--- config.mk ---
export PLATFORM = sky130hd
export DESIGN_NAME = pvp_top
export DESIGN_NICKNAME = d
export VERILOG_FILES = /design/src/rtl/pvp_pkg.sv /design/src/rtl/pvp_dma_if.sv /design/src/rtl/pvp_top.sv /design/src/rtl/pvp_dma_chan.sv
export SDC_FILE = /design/constraint.sdc
export NUM_CORES = 1
export LEC_CHECK = 0
export BUFFER_PORTS_ARGS = -buffer_cell sky130_fd_sc_hd__buf_2
export CAP_MARGIN = 25
export CORE_ASPECT_RATIO = 1.4
export CORE_MARGIN = 2
export CORE_UTILIZATION = 23
export DETAILED_ROUTE_END_ITERATION = 10
export GPL_TIMING_DRIVEN = 0
export PLACE_DENSITY = 0.43
export SYNTH_ARGS = -nofsm -noshare
export SYNTH_HDL_FRONTEND = slang
export SYNTH_SLANG_ARGS = --single-unit
--- constraint.sdc ---
create_clock -name clk_i -period 4.2 [get_ports clk_i]
set_input_delay 0.63 -clock clk_i [delete_from_list [all_inputs] [get_ports clk_i]]
set_output_delay 0.63 -clock clk_i [all_outputs]
set_load 0.05 [all_outputs]
--- src/rtl/pvp_pkg.sv ---
// Purpose: shared constants for the parallel video port
// Assumes: classic wishbone register access, 32-bit data
// Notes:   register offsets are byte addresses
package pvp_pkg;
  localparam int unsigned PVP_DW = 16;
  // register byte offsets
  localparam logic [7:0] PVP_CTRL_OFF   = 8'h00;
  localparam logic [7:0] PVP_DELAY_OFF  = 8'h04;
  localparam logic [7:0] PVP_COUNT_OFF  = 8'h08;
  localparam logic [7:0] PVP_STATUS_OFF = 8'h0C;
  localparam logic [7:0] PVP_TXDATA_OFF = 8'h10;
  localparam logic [7:0] PVP_RXDATA_OFF = 8'h14;
  // control field positions
  localparam int unsigned PVP_EN_BIT     = 0;
  localparam int unsigned PVP_MODE_LSB   = 1;   // 3 bits
  localparam int unsigned PVP_WIDTH_LSB  = 4;   // 3 bits: 0=8,1..6 = 10..15, 7=16
  localparam int unsigned PVP_NSYNC_LSB  = 7;   // 2 bits: frame syncs driven in output
  localparam logic [31:0] PVP_CTRL_RST   = 32'h0000_0080;
  localparam logic [15:0] PVP_DELAY_RST  = 16'h0000;
  localparam logic [15:0] PVP_COUNT_RST  = 16'h0000;
  // frame-capture line timing in port clock cycles
  localparam logic [15:0] PVP_LINE_LEN   = 16'h0040;
  localparam logic [15:0] PVP_HS_WIDTH   = 16'h0004;
  // timing reference code words (10-bit form, low 8 bits used for 8-bit)
  localparam logic [9:0]  PVP_TRC_ONES   = 10'h3FF;
  localparam logic [9:0]  PVP_TRC_ZERO   = 10'h000;

  typedef enum logic [2:0] {
    PVP_M_INPUT   = 3'h0,
    PVP_M_CAPTURE = 3'h1,
    PVP_M_OUTPUT  = 3'h2,
    PVP_M_ACTIVE  = 3'h3,
    PVP_M_VBLANK  = 3'h4,
    PVP_M_FIELD   = 3'h5
  } pvp_mode_e;

  function automatic logic [15:0] pvp_width_mask(input logic [2:0] w);
    logic [4:0] n;
    n = (w == 3'h0) ? 5'd8 : ((w == 3'h7) ? 5'd16 : 5'(w + 5'd9));
    pvp_width_mask = 16'((17'h1 << n) - 17'h1);
  endfunction
endpackage

--- src/rtl/pvp_dma_if.sv ---
// Purpose: word stream between the port core and the memory channel
// Assumes: single clock domain
// Notes:   valid/ready handshake, no buffering
`timescale 1ns/1ps
interface pvp_dma_if;
  logic        rx_valid;
  logic [15:0] rx_data;
  logic        tx_ready;
  logic [15:0] tx_data;
  logic        tx_valid;
  logic        req;
  modport core (output rx_valid, output rx_data, output tx_ready,
                input tx_data, input tx_valid, input req);
  modport chan (input rx_valid, input rx_data, input tx_ready,
                output tx_data, output tx_valid, output req);
endinterface

--- src/rtl/pvp_top.sv ---
// Purpose: parallel video port with wishbone registers and memory channel
// Assumes: port_sample_clock at most half of clk_i, sampled by clk_i
// Notes:   all port logic runs on clk_i, advanced on sampled clock edges
//
// Our own choices: the placing of the registers and the Wishbone slave port.
`timescale 1ns/1ps
module pvp_top
  import pvp_pkg::*;
(
  // clock and reset
  input  wire logic        clk_i,
  input  wire logic        rst_i,
  // wishbone slave
  input  wire logic        wb_cyc_i,
  input  wire logic        wb_stb_i,
  input  wire logic        wb_we_i,
  input  wire logic [7:0]  wb_adr_i,
  input  wire logic [3:0]  wb_sel_i,
  input  wire logic [31:0] wb_dat_i,
  output logic [31:0]      wb_dat_o,
  output logic             wb_ack_o,
  // port pins
  input  wire logic        port_sample_clock_i,
  input  wire logic [2:0]  frame_sync_i,
  output logic [2:0]       frame_sync_o,
  output logic [2:0]       frame_sync_oe_o,
  input  wire logic [15:0] port_data_i,
  output logic [15:0]      port_data_o,
  output logic             port_data_oe_o,
  // memory side
  output logic             mem_wr_valid_o,
  output logic [15:0]      mem_wr_data_o,
  input  wire logic        mem_wr_ready_i,
  input  wire logic        mem_rd_valid_i,
  input  wire logic [15:0] mem_rd_data_i,
  output logic             mem_rd_ready_o
);
  typedef enum logic [4:0] {
    ST_IDLE  = 5'b00001,
    ST_WAIT  = 5'b00010,
    ST_DELAY = 5'b00100,
    ST_XFER  = 5'b01000,
    ST_DONE  = 5'b10000
  } pvp_state_e;

  pvp_dma_if dma ();

  logic [31:0] ctrl_q;
  logic [15:0] delay_q;
  logic [15:0] count_q;
  logic        ack_q;
  logic [31:0] rdata_d;
  logic        overrun_q;
  pvp_state_e  st_q;
  logic [15:0] cnt_q;
  logic [15:0] lines_q;
  logic [15:0] hpos_q;
  logic [15:0] rx_q;
  logic        rx_valid_q;
  logic [15:0] tx_q;

  // synchronised pins
  logic        clk_s1_q, clk_s2_q, clk_s3_q;
  logic [2:0]  fs_s1_q, fs_s2_q;
  logic [15:0] dat_s1_q, dat_s2_q;
  logic        fs1_prev_q;

  // preamble decoder state
  logic [1:0]  trc_q;
  logic        in_trc_q;
  logic        field_q, vblank_q, hblank_q;
  logic        synced_q;

  wire         en     = ctrl_q[PVP_EN_BIT];
  wire [2:0]   mode   = ctrl_q[PVP_MODE_LSB +: 3];
  wire [2:0]   wsel   = ctrl_q[PVP_WIDTH_LSB +: 3];
  wire [1:0]   nsync  = ctrl_q[PVP_NSYNC_LSB +: 2];
  wire [15:0]  wmask  = pvp_width_mask(wsel);
  wire         video  = (mode >= PVP_M_ACTIVE);
  wire         is_out = (mode == PVP_M_OUTPUT);
  // port clock pin also clocks external timers; only its rising edge is used here
  wire         pedge  = clk_s2_q && !clk_s3_q;
  wire         fs1_re = fs_s2_q[0] && !fs1_prev_q;

  // edges are found by sampling, so the port clock must stay below half of clk_i
  always_ff @(posedge clk_i) begin
    clk_s1_q   <= port_sample_clock_i;
    clk_s2_q   <= clk_s1_q;
    clk_s3_q   <= clk_s2_q;
    fs_s1_q    <= frame_sync_i;
    fs_s2_q    <= fs_s1_q;
    dat_s1_q   <= port_data_i;
    dat_s2_q   <= dat_s1_q;
  end

  always_ff @(posedge clk_i) begin
    if (rst_i) begin
      fs1_prev_q <= 1'b0;
    end else if (pedge) begin
      fs1_prev_q <= fs_s2_q[0];
    end
  end

  // register bus
  wire wb_req = wb_cyc_i && wb_stb_i && !ack_q;
  wire wb_wr  = wb_req && wb_we_i;

  always_ff @(posedge clk_i) begin
    if (rst_i) begin
      ack_q <= 1'b0;
    end else begin
      ack_q <= wb_req;
    end
  end

  function automatic logic [31:0] merge(input logic [31:0] old, input logic [31:0] nw,
                                        input logic [3:0] sel);
    logic [31:0] r;
    r = old;
    for (int i = 0; i < 4; i++) begin
      if (sel[i]) begin
        r[8*i +: 8] = nw[8*i +: 8];
      end
    end
    merge = r;
  endfunction

  always_ff @(posedge clk_i) begin
    if (rst_i) begin
      ctrl_q  <= PVP_CTRL_RST;
      delay_q <= PVP_DELAY_RST;
      count_q <= PVP_COUNT_RST;
    end else if (wb_wr) begin
      case (wb_adr_i)
        PVP_CTRL_OFF:  ctrl_q  <= merge(ctrl_q, wb_dat_i, wb_sel_i) & 32'h0000_01FF;
        PVP_DELAY_OFF: delay_q <= 16'(merge({16'h0000, delay_q}, wb_dat_i, wb_sel_i));
        PVP_COUNT_OFF: count_q <= 16'(merge({16'h0000, count_q}, wb_dat_i, wb_sel_i));
        default: begin
        end
      endcase
    end
  end

  always_comb begin
    case (wb_adr_i)
      PVP_CTRL_OFF:   rdata_d = ctrl_q;
      PVP_DELAY_OFF:  rdata_d = {16'h0000, delay_q};
      PVP_COUNT_OFF:  rdata_d = {16'h0000, count_q};
      PVP_STATUS_OFF: rdata_d = {23'h000000, overrun_q, synced_q, field_q, vblank_q, st_q};
      PVP_RXDATA_OFF: rdata_d = {16'h0000, rx_q};
      default:        rdata_d = 32'h0000_0000;
    endcase
  end

  always_ff @(posedge clk_i) begin
    if (rst_i) begin
      wb_dat_o <= 32'h0000_0000;
    end else if (wb_req) begin
      wb_dat_o <= rdata_d;
    end
  end
  assign wb_ack_o = ack_q;

  // preamble decoder: ones, zero, zero, then status word
  wire [9:0] vw    = dat_s2_q[9:0] & wmask[9:0];
  wire       w8    = (wsel == 3'h0);
  wire       ones  = w8 ? (vw[7:0] == PVP_TRC_ONES[7:0]) : (vw == PVP_TRC_ONES);
  wire       zero  = w8 ? (vw[7:0] == PVP_TRC_ZERO[7:0]) : (vw == PVP_TRC_ZERO);
  wire [2:0] fvh   = w8 ? vw[6:4] : vw[8:6];
  wire       stat  = video && pedge && (trc_q == 2'd3);

  always_ff @(posedge clk_i) begin
    if (rst_i || !video) begin
      trc_q <= 2'd0;
    end else if (pedge) begin
      case (trc_q)
        2'd0:    trc_q <= ones ? 2'd1 : 2'd0;
        2'd1:    trc_q <= zero ? 2'd2 : (ones ? 2'd1 : 2'd0);
        2'd2:    trc_q <= zero ? 2'd3 : 2'd0;
        default: trc_q <= 2'd0;
      endcase
    end
  end

  always_ff @(posedge clk_i) begin
    if (rst_i || !video) begin
      field_q  <= 1'b0;
      vblank_q <= 1'b1;
      hblank_q <= 1'b1;
    end else if (stat) begin
      field_q  <= fvh[2];
      vblank_q <= fvh[1];
      hblank_q <= fvh[0];
    end
  end

  // the word now on the pins belongs to a code; judged before sampling so the
  // all-ones word itself never leaks through in the active and vertical-blank submodes
  always_comb begin
    in_trc_q = video && ((trc_q == 2'd0 && ones) || trc_q != 2'd0);
  end

  // field one begins at a status word with field bit clear after a field-two word, or at the first such word while not yet synced
  wire sof = stat && !fvh[2] && (field_q || !synced_q);
  wire sav = stat && !fvh[0];

  always_ff @(posedge clk_i) begin
    if (rst_i || !en || !video) begin
      synced_q <= 1'b0;
    end else if (sof) begin
      synced_q <= 1'b1;
    end
  end

  // main sequencer
  wire sample = pedge && st_q == ST_XFER && dma.req;
  always_ff @(posedge clk_i) begin
    if (rst_i || !en) begin
      st_q    <= ST_IDLE;
      cnt_q   <= 16'h0000;
      lines_q <= 16'h0000;
    end else begin
      case (st_q)
        ST_IDLE: st_q <= ST_WAIT;
        ST_WAIT: begin
          if (pedge && mode == PVP_M_INPUT && fs1_re) begin
            st_q  <= (delay_q == 16'h0000) ? ST_XFER : ST_DELAY;
            cnt_q <= delay_q;
          end else if (mode == PVP_M_CAPTURE || is_out) begin
            st_q  <= ST_XFER;
            cnt_q <= 16'h0000;
          end else if (video && sof) begin
            st_q    <= ST_XFER;
            lines_q <= 16'h0000;
          end
        end
        ST_DELAY: begin
          if (pedge) begin
            cnt_q <= cnt_q - 16'h0001;
            if (cnt_q == 16'h0001) begin
              st_q  <= ST_XFER;
              cnt_q <= 16'h0000;
            end
          end
        end
        ST_XFER: begin
          if (mode == PVP_M_INPUT && sample) begin
            cnt_q <= cnt_q + 16'h0001;
            if (cnt_q + 16'h0001 >= count_q) begin
              st_q <= ST_WAIT;
            end
          end else if (mode == PVP_M_ACTIVE && stat && fvh[0] && !hblank_q && !vblank_q) begin
            lines_q <= lines_q + 16'h0001;
            if (lines_q + 16'h0001 >= count_q) begin
              st_q <= ST_DONE;
            end
          end
        end
        ST_DONE: begin
          if (sof) begin
            st_q    <= ST_XFER;
            lines_q <= 16'h0000;
          end
        end
        default: st_q <= ST_IDLE;
      endcase
    end
  end

  // receive path, gated per submode
  logic keep;
  always_comb begin
    case (mode)
      PVP_M_INPUT, PVP_M_CAPTURE: keep = 1'b1;
      PVP_M_ACTIVE: keep = synced_q && !vblank_q && !hblank_q && !in_trc_q;
      PVP_M_VBLANK: keep = synced_q && vblank_q && !in_trc_q;
      PVP_M_FIELD:  keep = synced_q;
      default:      keep = 1'b0;
    endcase
  end

  always_ff @(posedge clk_i) begin
    if (rst_i) begin
      rx_valid_q <= 1'b0;
      rx_q       <= 16'h0000;
    end else begin
      rx_valid_q <= 1'b0;
      if (sample && !is_out && keep && !(mode == PVP_M_ACTIVE && sav)) begin
        rx_valid_q <= 1'b1;
        rx_q       <= dat_s2_q & (video ? {6'h00, (w8 ? 10'h0FF : 10'h3FF)} : wmask);
      end
    end
  end

  always_ff @(posedge clk_i) begin
    if (rst_i || !en) begin
      overrun_q <= 1'b0;
    end else if (pedge && st_q == ST_XFER && !is_out && !dma.req) begin
      overrun_q <= 1'b1;
    end
  end

  assign dma.rx_valid = rx_valid_q;
  assign dma.rx_data  = rx_q;
  assign dma.tx_ready = pedge && is_out && st_q == ST_XFER;

  // frame-capture and output sync generator
  always_ff @(posedge clk_i) begin
    if (rst_i || !en) begin
      hpos_q <= 16'h0000;
    end else if (pedge && st_q == ST_XFER && (mode == PVP_M_CAPTURE || is_out)) begin
      hpos_q <= (hpos_q == PVP_LINE_LEN - 16'h0001) ? 16'h0000 : hpos_q + 16'h0001;
    end
  end

  wire hs = hpos_q < PVP_HS_WIDTH;
  wire vs = (cnt_q == 16'h0000) && hs;

  always_ff @(posedge clk_i) begin
    if (rst_i) begin
      frame_sync_o <= 3'b000;
      tx_q         <= 16'h0000;
    end else begin
      frame_sync_o <= {vs && hs, vs, hs};
      if (dma.tx_ready && dma.tx_valid) begin
        tx_q <= dma.tx_data & wmask;
      end
    end
  end

  // pin directions by submode; sync one and two are timer-shared pins
  always_comb begin
    frame_sync_oe_o = 3'b000;
    port_data_oe_o  = 1'b0;
    if (en && mode == PVP_M_CAPTURE) begin
      frame_sync_oe_o = 3'b011;
    end else if (en && is_out) begin
      frame_sync_oe_o = (nsync == 2'd0) ? 3'b001 : ((nsync == 2'd1) ? 3'b011 : 3'b111);
      port_data_oe_o  = 1'b1;
    end
  end
  assign port_data_o = tx_q;

  pvp_dma_chan u_chan (
    .clk_i          (clk_i),
    .rst_i          (rst_i),
    .core           (dma.chan),
    .mem_wr_valid_o (mem_wr_valid_o),
    .mem_wr_data_o  (mem_wr_data_o),
    .mem_wr_ready_i (mem_wr_ready_i),
    .mem_rd_valid_i (mem_rd_valid_i),
    .mem_rd_data_i  (mem_rd_data_i),
    .mem_rd_ready_o (mem_rd_ready_o)
  );
endmodule

--- src/rtl/pvp_dma_chan.sv ---
// Purpose: autonomous memory channel for port words
// Assumes: memory side is a simple valid/ready stream
// Notes:   holds one word each way; stalls the core when memory writes stall
`timescale 1ns/1ps
module pvp_dma_chan (
  // clock and reset
  input  wire logic        clk_i,
  input  wire logic        rst_i,
  // core side
  pvp_dma_if.chan          core,
  // memory side
  output logic             mem_wr_valid_o,
  output logic [15:0]      mem_wr_data_o,
  input  wire logic        mem_wr_ready_i,
  input  wire logic        mem_rd_valid_i,
  input  wire logic [15:0] mem_rd_data_i,
  output logic             mem_rd_ready_o
);
  logic        tx_full_q;
  logic [15:0] tx_q;
  logic        wr_full_q;
  logic [15:0] wr_q;

  always_ff @(posedge clk_i) begin
    if (rst_i) begin
      wr_full_q <= 1'b0;
      wr_q      <= 16'h0000;
    end else if (core.rx_valid && !wr_full_q) begin
      wr_full_q <= 1'b1;
      wr_q      <= core.rx_data;
    end else if (mem_wr_ready_i) begin
      wr_full_q <= 1'b0;
    end
  end

  always_ff @(posedge clk_i) begin
    if (rst_i) begin
      tx_full_q <= 1'b0;
      tx_q      <= 16'h0000;
    end else if (!tx_full_q && mem_rd_valid_i) begin
      tx_full_q <= 1'b1;
      tx_q      <= mem_rd_data_i;
    end else if (core.tx_ready) begin
      tx_full_q <= 1'b0;
    end
  end

  assign mem_wr_valid_o = wr_full_q;
  assign mem_wr_data_o  = wr_q;
  assign mem_rd_ready_o = !tx_full_q;
  assign core.tx_valid  = tx_full_q;
  assign core.tx_data   = tx_q;
  // a full write slot stops sampling rather than drop a word
  assign core.req       = !wr_full_q;
endmodule

# Yosys cells after proc, flatten, opt, wreduce, memory -nomap -nowiden
# Cells that the tools add are included.
[classes]
n_lt_le_gt_ge = 4
muxes = 50
n_eq_ne = 37
reduce_logical = 88
add_sub_neg = 6
n_shift = 1
n_bitwise = 3
[ops]
columns = ["operator", "n"]
rows = [
  ["two-way mux 16 bit", 13],
  ["case mux 16 bit (3 select lines)", 2],
  ["case mux 16 bit (5 select lines)", 1],
  ["two-way mux 5 bit", 12],
  ["adder 16 x 1 -> 16 bit (second input constant)", 3],
  ["logical AND 1 bit", 43],
  ["bitwise AND 16 bit", 2],
  ["greater-or-equal comparator 16 bit", 2],
  ["zero test 16 bit", 2],
  ["subtractor 16 x 1 -> 16 bit (second input constant)", 2],
  ["case mux 5 bit (5 select lines)", 1],
  ["AND reduction 3 bit", 6],
  ["== test 16 x 1 -> 1 bit (second input constant)", 1],
  ["== test 16 x 6 -> 1 bit (second input constant)", 1],
  ["== test 8 x 4 -> 1 bit (second input constant)", 2],
  ["zero test 8 bit", 2],
  ["< comparator 16 x 3 -> 1 bit (second input constant)", 1],
  ["<< shifter 1 x 5 -> 16 bit (first input constant)", 1],
  ["zero test 1 bit", 15],
  ["two-way mux 3 bit", 5],
  ["!= test 2 bit (second input constant)", 7],
  ["AND reduction 7 bit", 2],
  ["bitwise AND 10 bit", 1],
  ["== test 10 bit (second input constant)", 1],
  ["other kinds (34)", 61],
]
[word_totals]
inputBits = 87
output_inout_bits = 74
reg_bits = 242
wordCells = 223

# Depth between registers and ports, before layout
# Gate-level depths: netlist of the first run.
[depth]
ltp_word = 17
depth_mapped = 17
ltp_nobuf = 16

# Hierarchy
# A second synthesis of the first run with hierarchy kept.
[unflattened]
hier_cells = 1350
hier_area_um2 = 11702.5
[by_module_without_submodules]
columns = ["mod", "seq_area_each_um2", "instances", "cells_per_inst", "area_per_inst_um2"]
rows = [
  ["pvp_top", 3823.7, 1, 1197, 10068.4],
  ["pvp_dma_chan", 680.7, 1, 153, 1634.1],
]

# Worst setup path before layout of the first run
# OpenSTA, ideal clock, no wires.
[synth_path]
path_kind = "reg-to-reg"
start = "register ctrl_q[4]"
end = "register rx_q[11] (netlist: dma.rx_data[11])"
t_arrival_ns = 3.615
path_stages_with_launch = 18
required_ns = 4.131
setup_ns = 0.069
path_slack_ns = 0.516
period_less_slack_ns = 3.684
path_buffers = 5
path_cell_list = "dfxtp_1 buf_4 inv_1 ha_1 buf_1 or3_1 clkbuf_1 ha_1 and3_1 o31ai_2 nand3_2 nor4_1 a41oi_2 o21ai_4 buf_6 buf_12 nand2_4 a21oi_2"
[synth_between]
elab_chain_len = 16
word_cells_on_any_way = 27
classes_between = "2 x add/sub; 3 x eq/ne; 1 x shift; 6 x mux; 2 x bitwise; 13 x reduce/logical"
[synth_lines]
columns = ["element", "line", "rtl"]
rows = [
  ["from (decl)", "pvp_top.sv:48", "logic [31:0] ctrl_q;"],
  ["from (signal assigned)", "pvp_top.sv:135", "PVP_CTRL_OFF: ctrl_q <= merge(ctrl_q, wb_dat_i, wb_sel_i) & 32'h0000_01FF;"],
  ["adder 3 x 4 -> 5 bit or == test 3 bit (tied branches)", "pvp_pkg.sv:39", "n = (w == 3'h0) ? 5'd8 : ((w == 3'h7) ? 5'd16 : 5'(w + 5'd9));"],
  ["two-way mux 5 bit (2 in series)", "pvp_pkg.sv:39", ""],
  ["<< shifter 1 x 5 -> 16 bit", "pvp_pkg.sv:40", "pvp_width_mask = 16'((17'h1 << n) - 17'h1);"],
  ["subtractor 16 x 1 -> 16 bit", "pvp_pkg.sv:40", ""],
  ["bitwise AND 10 bit", "pvp_top.sv:165", "wire [9:0] vw = dat_s2_q[9:0] & wmask[9:0];"],
  ["== test 10 bit or == test 8 bit (tied branches)", "pvp_top.sv:167", "wire ones = w8 ? (vw[7:0] == PVP_TRC_ONES[7:0]) : (vw == PVP_TRC_ONES);"],
  ["two-way mux 1 bit", "pvp_top.sv:167", ""],
  ["logical AND 1 bit", "pvp_top.sv:200", "in_trc_q = video && ((trc_q == 2'd0 && ones) || trc_q != 2'd0);"],
  ["logical OR 1 bit", "pvp_top.sv:200", ""],
  ["logical AND 1 bit", "pvp_top.sv:200", ""],
  ["zero test 1 bit", "pvp_top.sv:275, pvp_top.sv:276", ""],
  ["logical AND 1 bit (on tied branches)", "pvp_top.sv:276, pvp_top.sv:275", ""],
  ["case mux 1 bit (4 select lines)", "pvp_top.sv:273", "case (mode)"],
  ["logical AND 1 bit (2 in series)", "pvp_top.sv:288", "if (sample && !is_out && keep && !(mode == PVP_M_ACTIVE && sav)) begin"],
  ["to (signal assigned)", "pvp_top.sv:290", "rx_q <= dat_s2_q & (video ? {6'h00, (w8 ? 10'h0FF : 10'h3FF)} : wmask);"],
  ["to (decl)", "pvp_top.sv:58", "logic [15:0] rx_q;"],
]
# Several ways; a longest one is shown, not always the timed one.
# A chain may end at the register's enable or synchronous reset.

# Worst setup path after layout of the first run
[layout_path]
start = "register ctrl_q[4]"
end = "register rx_q[2] (netlist: dma.rx_data[2])"
# Same word-level chain as after synthesis.

==> impl_metrics.toml, run 1 <==
[placement]
gp_congestion = 0.888
place_area_sq_mm = 0.0128
port_buffers = 123
dp_hpwl_microns = 32200
dp.cells = 2125

[clock_tree]
cts-root-buf = "clkbuf_16"
clk_pin_slew_ns = 0.07
cts.sinks = 225
htree_levels = 1
clockBufferDepth = 3
cts_tree = "yes"
holdBufCountCts = 0
clock_latency_ns = 0.56
numCtsBuffers = 25

[sta]
slew_headroom_pct = 32.5
fin_skew_ns = 0.0243
slew_viol_final = 0
rsz0062_at_grt = "no"
hold_viol = 0
hold_ws_ns = 0.171
fin_crit_sh_pct = 94.7
max_freq_ghz = 0.252
setup_viol = 0
tightest_slew_ns = 1.01
fin_crit_ns = 3.98

[detailed_routing]
wl_microns = 40900
vias = 10300
wl_per_cell_microns = 18.8
via_per_inst = 4.74
first_iter_violations = 368
drc = 0
antenna_left = 0
drtPass1Iterations = 6

[synthesis]
yosys_warnings = 0
synth_top_area_cell = "dfxtp_1"
ys_types = 84
yosys-top-cells-area = "dfxtp_1, mux2i_1, nor2_1"
synth_top_cell_area_share_pct = 39.8
synth_area_per_cell_sq_um = 8.39
netlist_instances = 1349
synth_seq_cells = 225
seq_area_frac_synth_pct = 39.8
synthArstFlopShare_pct = 0
synth_area_sq_mm = 0.0113
ys.flop_type = "dfxtp_1"
synth-edff-count = 0

[pwr]
power_mw = 4.86
p_per_area_mw_per_mm2 = 353
leakagePower_nw = 5.50
irDropWorstVdd_v = 0.000279

[floorplanning]
die_w_microns = 191
num_rows = 96
initial_core_util_pct = 23.2
die_y_microns = 266
fp.coreArea_sq_mm = 0.0488
io_pins = 161
die-area_sq_mm = 0.0510

[global_routing]
grt_pass1_wl_microns = 62300
grt_overflow = 0
grt_pass1_vias = 10400
globalRouteTotalUtil_pct = 15.9
antenna_found_initial = 5
grt_max_degree = 15

[worst_setup_path]
crit_path_max_fanout = 10
crit_top_cell = "buf_4"
required_ns = 4.69
cp-start-kind = "flip-flop"
crit_buf_inv = 4
crit_chain = "buf_4 > inv_1 > ha_1 > buf_2 > or3_4 > ha_4 > and3_1 > o31ai_4 > nand3_4 > nor4_4 > a41oi_2 > o21ai_4 > buf_4 > mux2_2 > nor2_1"
path_delay_family = "simple AND/OR/NAND/NOR gates"
end_kind = "flip-flop"
slowest_delay_ns = 0.43
crit_arrival_ns = 4.47
slowest_stage = "or3_4"
crit_type = "reg -> reg"

[final_layout]
finalNetCount = 1647
final_area_sq_mm = 0.0138
fill_cells = 5401
drive_gt1_share_pct = 16.2
fin_cells = 2174
syn_to_final_growth_pct = 21.7
fin_util_pct = 28.2

[min_path]
min_path_type = "in -> reg"

[run_status]
outcome = "completed"

[job]
cap_violations = 0
-- worst paths after layout --
kind	from	endpoint	slack, ns	depth (start not counted)
worst max-delay path	ctrl_q[4]	dma.rx_data[2]	0.22	15
worst min-delay path	port_data_i[13]	dat_s1_q[13]	0.17	1
worst max register to register	ctrl_q[4]	dma.rx_data[2]	0.22	15
worst min register to register	dat_s1_q[6]	dat_s2_q[6]	0.33	0
-- through the flow --
step	setup slack, ns	TNS, ns
floorplan	0.516	0
global placement	-0.314	-5.93
detailed placement	-0.325	-6.67
CTS	0.00990	0
global route	0.0581	0
finish	0.225	0
-- cells in the final DEF, fill, tap and decap left out, types with 20 or more instances in the layout --
cell	n
inv_1	37
clkbuf_1	62
nand3_1	35
nor2_1	150
xor2_1	26
nand2_1	150
a22oi_1	20
dfxtp_1	225
ha_1	43
buf_4	20
a21oi_1	106
mux2i_1	62
clkbuf_16	25
nor3_1	34
and3_1	26
o21ai_0	61
buf_2	136
-- cells by family (layout without fill, tap and decap cells) --
group / Yosys count / count (layout) / share of synthesized area [%]
simple gates: 510 / 510 / 21.5
compound gates: 325 / 325 / 19.2
flops: 225 / 225 / 39.8
buf+inv: 138 / 309 / 5.61
mux: 64 / 64 / 5.68
fa+ha+maj: 44 / 44 / 4.87
xor+xnor: 41 / 41 / 3.17
other cells: 2 / 19 / 0.0664
-- layout make-up --
| cell class | count | area, sq um | area share (%) |
|---|---|---|---|
| Multi-Input combinational cell | 1001 | 6290 | 45.7 |
| Sequential cell | 225 | 4500 | 32.7 |
| Tap cell | 637 | 797 | 5.79 |
| Clock buffer | 31 | 678 | 4.92 |
| Timing Repair Buffer | 126 | 642 | 4.66 |
| Buffer | 100 | 498 | 3.62 |
| Clock inverter | 15 | 213 | 1.54 |
| Inverter | 37 | 139 | 1.01 |
| Antenna cell | 2 | 5.00 | 0.0363 |
-- where the power goes --
part	total, mW	switching [mW]	leakage [nW]	internal (mW)
combinational	0.249	0.175	3.24	0.0744
clock	2.42	0.963	0.436	1.46
sequential	2.19	0.0205	1.83	2.17
-- what timing repair did --
item / CTS / global route
gates cloned: 0 / 0
hold endpoints to repair: 0 / 0
pin swaps: 3 / 3
setup buffers: 1 / 0
gates resized for setup: 8 / 6
setup endpoints to repair: 36 / 33
-- routing by layer --
layer / up-vias / wire, microns / part of all wire (%) / global-route usage, %
li1: 5102 / - / - / -
met1: 4871 / 15700 / 38 / 17.1
met2: 238 / 21800 / 53 / 30.4
met3: 81 / 1700 / 4.2 / 2.46
met4: 6 / 1660 / 4.1 / 6.96
met5: - / 28 / 0.069 / 0
-- Yosys cell counts (5+ instances only) --
master    count
xnor2_1      15
a21oi_2       5
xor2_1       26
buf_1         7
inv_1        37
nand3b_1      5
nand2b_1     11
nand4_1      16
a22oi_1      20
a221oi_1      9
or2_2         9
buf_4        19
a31oi_1       9
nor3_1       34
o22ai_1       9
clkbuf_1     61
and3_1       26
dfxtp_1     225
nand2_4       5
nand2_1     150
or3_1        13
a211oi_1     13
nor2_1      151
a21oi_1     106
o21ai_0      61
nor2b_1      13
buf_2        11
o211ai_1     13
nor4_1       13
nand3_1      35
a21o_1       12
mux2i_1      62
a32o_1       19
and2_1        7
ha_1         44
o21ai_1       8
(Power assumes the default switching activity.)
==> run 2: changes to the inputs <==
Settings changed: CORE_UTILIZATION 23 to 58, PLACE_DENSITY 0.43 to 0.85, RECOVER_POWER set to 100.
==> run 2 against run 1 <==
Flip-flop and latch count unchanged. Highest routed layer is now met4. Utilization grew 40 points. Via count up 4.9%.
==> impl_metrics.toml, run 2 (synthesis results as in run 1) <==
[sta]
fin_skew_ns = 0.0251
setup_viol = 0
tns_ns = 0
hold_viol = 0
tightest_slew_ns = 1.08
slew_headroom_pct = 27.8
max_freq_ghz = 0.249
fin_crit_ns = 4.01
fin_crit_sh_pct = 95.5
rsz0062_at_grt = "no"
slew_viol_final = 0

[detailed_routing]
antenna_left = 0
wl_microns = 34100
via_per_inst = 6.09
drtPass1Iterations = 7
wl_per_cell_microns = 19.2
first_iter_violations = 1084
vias = 10800
drc = 0

[global_routing]
grt_use_met2_pct = 56.9
grt_overflow = 0
grt_use_met1_pct = 35.9
antenna_found_initial = 1
grt_pass1_vias = 10300
met3_usage_pct = 4.67
globalRouteTotalUtil_pct = 32.4
grt_pass1_wl_microns = 53100
top_usage_layer = "met2"
grt_max_degree = 16

[clock_tree]
htree_levels = 1
cts-root-buf = "clkbuf_16"
numCtsBuffers = 22
holdBufCountCts = 0
clk_pin_slew_ns = 0.06
cts_tree = "yes"
cts.sinks = 225
clockBufferDepth = 3
clock_latency_ns = 0.53

[worst_setup_path]
end_kind = "flip-flop"
r2r_start = "ctrl_q[4]"
crit_arrival_ns = 4.45
cp-start-kind = "flip-flop"
crit_path_max_fanout = 8
required_ns = 4.64
crit_type = "reg -> reg"
crit_path_start = "ctrl_q[4]"

[placement]
dp_hpwl_microns = 25500
place_area_sq_mm = 0.0123
port_buffers = 123
gp_congestion = 0.993

[pwr]
irDropWorstVdd_v = 0.000446
leakagePower_nw = 5.20
p_per_area_mw_per_mm2 = 359

[floorplanning]
fp.coreArea_sq_mm = 0.0191
die_y_microns = 169
die_w_microns = 122
initial_core_util_pct = 59.1
die-area_sq_mm = 0.0207
io_pins = 161
num_rows = 60

[final_layout]
drive_gt1_share_pct = 11.3
syn_to_final_growth_pct = 15.6
final_area_sq_mm = 0.0131
finalNetCount = 1642
final_common_cell = "dfxtp_1"
num_antenna_cells = 0
final_cell_mix = "dfxtp_1, nor2_1, nand2_1, clkbuf_1, a21oi_1"

[run_status]
outcome = "completed"

[min_path]
hp-start = "port_data_i[0]"
min_path_type = "in -> reg"

[job]
cap_violations = 0
==> run 2: changes by cell type in the layout (fill, tap and decap cells not counted), moves of 2 or more <==
| cell | change |
|---|---|
| a21oi_1 | +2 |
| clkbuf_16 | -2 |
| clkinv_2 | -4 |
| o21ai_1 | -5 |
| buf_1 | -2 |
| buf_2 | -64 |
| a21oi_2 | -2 |
| o21ai_0 | +5 |
| diode_2 | -2 |
| clkbuf_1 | +65 |
==> run 2: metrics by stage <==
step	std cells	power [mW]	setup slack (ns)	utilization, %	hold WS (ns)
final	1774	4.70	0.189	68.3	0.202
after global routing	1774	4.81	0.0418	68.3	0.199
after CTS	1774	4.71	0.0467	68.7	0.202
after detailed placement	1735	2.47	-0.127	64.2	0.312
after global placement	1735	2.47	-0.120	64.2	0.310
after floorplan	1364	2.38	0.516	-	0.310
==> run 2: area by class of cell <==
cell class              count  area [sq um]
plain buffers             100           495
fillers                  1584          6060
repair buffers            124           544
well taps                 248           310
multi-input cells        1001          6250
inverters                  37           139
clock buffers              29           628
flip-flops and latches    225          4500
clock inverters            10           206
==> run 2: per-layer routing <==
metal | vias to the layer above | part of all wire [%] | wire, microns
li1 | 5092 | - | -
met1 | 5008 | 36 | 12200
met3 | 165 | 7.0 | 2400
met5 | - | 0 | 0
met2 | 538 | 49 | 16800
met4 | 0 | 7.7 | 2640
==> run 2: worst paths after layout <==
check | to | slack [ns] | depth (start not counted)
setup / recovery | dma.rx_data[3] | 0.19 | 13
hold reg to reg | dat_s2_q[7] | 0.32 | 0
setup reg to reg | dma.rx_data[3] | 0.19 | 13
hold / removal | dat_s1_q[0] | 0.20 | 1
==> run 2: power by group <==
| group | leakage (nW) | internal, mW | switching (mW) |
|---|---|---|---|
| clock | 0.405 | 1.42 | 0.854 |
| combinational | 2.96 | 0.0710 | 0.169 |
| sequential | 1.83 | 2.17 | 0.0185 |
| total | 5.20 | 3.66 | 1.04 |
==> run 2: critical path, stage by stage (launching register included) <==
cell,delay (ns)
dfxtp_1,0.34
ha_1,0.21
ha_1,0.29
nand4b_1,0.34
or3_4,0.44
ha_4,0.21
and3_1,0.16
o31ai_2,0.27
nand3_2,0.19
o21a_1,0.28
a2111oi_4,0.46
o21ai_4,0.18
or3_4,0.44
a21oi_2,0.14
==> run 2: timing repair <==
action / 4_1_cts / 5_1_grt
cloned: 0 / 0
pin swaps: 1 / 4
endpoints found under the setup margin: 28 / 34
buffers inserted: 0 / 0
resized for setup: 5 / 6
==> run 3: changes to the inputs <==
Settings changed: PLACE_DENSITY 0.85 to 0.84, SYNTH_HIERARCHICAL set to 1.
==> run 3 against run 2 <==
The flow now finishes with violations (max-capacitance violations, max-slew violations). Sequential share of layout area decreased by 0.59 points. Worst hold slack worse by 0.0099 ns. Combinational power rose by 4%. First-iteration DRC count is 4.4% lower. Synthesized cell count about the same. Power decreased by 0.90%. Flip-flop and latch count unchanged. Clock-buffer cell count decreased by 3. Die area rose by 3.3%. Via count grew 1.4%. Critical endpoint is now lines_q[14]. Highest routed layer unchanged.
==> impl_metrics.toml, run 3 <==
[placement]
gp_congestion = 1.01
place_area_sq_mm = 0.0127
port_buffers = 123
place_ws_ns = -0.103
dp_hpwl_microns = 26500

[run_status]
violations = "max-capacitance violations, max-slew violations"
outcome = "finished with violations"

[worst_setup_path]
r2r_start = "ctrl_q[4]"
r2r_end = "lines_q[14]"
crit_path_max_fanout = 10
reg2reg_setup_slack_ns = 0.18
cp-start-kind = "flip-flop"
path_delay_family = "compound AO/OA/AOI/OAI gates"
crit_buf_inv = 5
crit_arrival_ns = 4.46
required_ns = 4.63
r2r_cells = 15
crit_chain = "clkbuf_4 > inv_1 > ha_1 > buf_2 > nor3b_1 > o21ai_2 > ha_2 > buf_2 > or3_1 > a21oi_1 > nor2_1 > a21oi_2 > buf_6 > nand2_1 > a21oi_1"
crit_type = "reg -> reg"
end_kind = "flip-flop"
slowest_stage = "a21oi_2"
slowest_delay_ns = 0.57

[pwr]
leakagePower_nw = 5.01
p_per_area_mw_per_mm2 = 350
irDropWorstVdd_v = 0.000396

[final_layout]
fin_util_pct = 67.1
final_area_sq_mm = 0.0133
finalNetCount = 1642
drive_gt1_share_pct = 11.4
syn_to_final_growth_pct = 13.7
final_cell_mix = "dfxtp_1, nor2_1, clkbuf_1, o21ai_0, nand2_1"
final_common_cell = "dfxtp_1"

[min_path]
min_path_type = "in -> reg"
min_path_cells = 1
hp-start = "port_data_i[10]"
min_to = "dat_s1_q[10]"

[global_routing]
antenna_found_initial = 1
grt_pass1_wl_microns = 54200
grt_max_degree = 17
grt_pass1_vias = 10500
globalRouteTotalUtil_pct = 32.4
grt_overflow = 0

[clock_tree]
clock_latency_ns = 0.54
cts.sinks = 225
cts-root-buf = "clkbuf_16"
clk_pin_slew_ns = 0.07
htree_levels = 1
cts_tree = "yes"
numCtsBuffers = 23
holdBufCountCts = 0
clockBufferDepth = 3

[job]
cap_violations = 2

[sta]
max_freq_ghz = 0.249
slew_headroom_pct = -1.84
hold_viol = 0
setup_viol = 0
fin_crit_sh_pct = 95.7
fin_crit_ns = 4.02
tns_ns = 0
timing.final.ws_setup_ns = 0.179
slew_viol_final = 9
hold_ws_ns = 0.192
tightest_slew_ns = 1.52
fin_skew_ns = 0.0342

[synthesis]
synth-xor-area-share_pct = 3.67
synth_fa_ha_area_share_pct = 4.49
yosys-top-cells-area = "dfxtp_1, mux2i_1, nor2_1"
synthArstFlopShare_pct = 0
synth_area_per_cell_sq_um = 8.67
synth_area_sq_mm = 0.0117
synth-simple-area-share_pct = 25.6
synth_top_area_cell = "dfxtp_1"
synth_mux_area_share_pct = 6.33
synth_top_family_by_area = "simple AND/OR/NAND/NOR gates"
ys.flop_type = "dfxtp_1"
yosys_warnings = 6
netlist_instances = 1350
synth_seq_cells = 225
synth.most_common_cell = "dfxtp_1"
synth-edff-count = 0
ys_types = 81
synth_top_cell_area_share_pct = 38.5
synth_top_cells_by_count = "dfxtp_1, nor2_1, nand2_1, a21oi_1, mux2i_1"
synth-compound-area-share_pct = 15.7
seq_area_frac_synth_pct = 38.5

[floorplanning]
num_rows = 61
die_w_microns = 124
initial_core_util_pct = 59.0
die_y_microns = 172
die-area_sq_mm = 0.0213
fp.coreArea_sq_mm = 0.0198
io_pins = 161

[detailed_routing]
vias = 11000
drc = 0
first_iter_violations = 1036
antenna_left = 0
via_per_inst = 6.14
wl_per_cell_microns = 19.8
drtPass1Iterations = 5
wl_microns = 35300
## run 3: cell types whose count changed in the layout (fill, tap and decap cells not counted), moves of 9 or more
cell / change
and3_1: -12
nand4bb_1: +32
a22oi_1: -13
nand2_1: -61
xnor2_1: +10
a21oi_1: -27
mux2i_1: +12
nand3_1: +9
nand2b_1: +30
a32o_1: -18
o21ai_0: +25
## run 3: cell type report
type                    instances  area [sq um]
inverters                      30           113
well taps                     252           315
plain buffers                 105           504
repair buffers                124           551
fillers                      1705          6540
clock buffers                  26           607
flip-flops and latches        225          4500
diodes                          1          2.50
clock inverters                16           209
multi-input cells            1004          6500
## run 3: stage by stage
stage	total power, mW	std cells
floorplan	2.40	1365
finish	4.66	1783
global route	4.77	1783
global placement	2.49	1740
CTS	4.67	1782
detailed placement	2.49	1740
## run 3: metal layers
layer / vias up / GRT usage (%) / part of all wire [%]
met5: - / 0 / 0
met4: 0 / 22.6 / 7.5
met3: 142 / 5.18 / 7.2
met2: 541 / 56.0 / 48
met1: 5155 / 35.6 / 37
li1: 5117 / - / -
## run 3: what timing repair did
item                       CTS  global route
setup endpoints to repair   14            17
setup buffers                0             1
resized for setup            2             7
pin swaps                    0             1
## run 3: worst max-delay path by stage
stage	startpoint	to	slack [ns]	depth (start not counted)
floorplan	lines_q[0]	st_q[1]	0.84	14
global placement	ctrl_q[4]	dma.rx_data[13]	-0.009	16
detailed placement	ctrl_q[4]	dma.rx_data[14]	-0.10	16
CTS	ctrl_q[4]	dma.rx_data[4]	0.12	15
global route	ctrl_q[4]	dma.rx_data[8]	-0.01	16
finish	ctrl_q[4]	lines_q[14]	0.18	15
## run 3: cells by family (layout without fill, tap and decap cells)
logic type      count (synthesis)  after routing
fa+ha+maj                      42             42
simple gates                  539            539
xor+xnor                       49             49
mux                            74             74
other cells                     2             18
compound gates                283            283
buf+inv                       136            301
flops                         225            225
## run 3: power by group
group	total (mW)	switching (mW)	internal [mW]	leakage [nW]
clock	2.22	0.920	1.30	0.390
combinational	0.249	0.167	0.0825	2.79
sequential	2.19	0.0196	2.17	1.83
## run 3: worst register-to-register path, delay by kind of cell, from the launching register on
family / cells / cell delay [ns]
DFF: 1 / 0.41
and+or+nand+nor: 4 / 0.84
adders and majority gates: 2 / 0.58
AOI/OAI and AO/OA: 4 / 1.15
buffers and inverters: 5 / 0.94
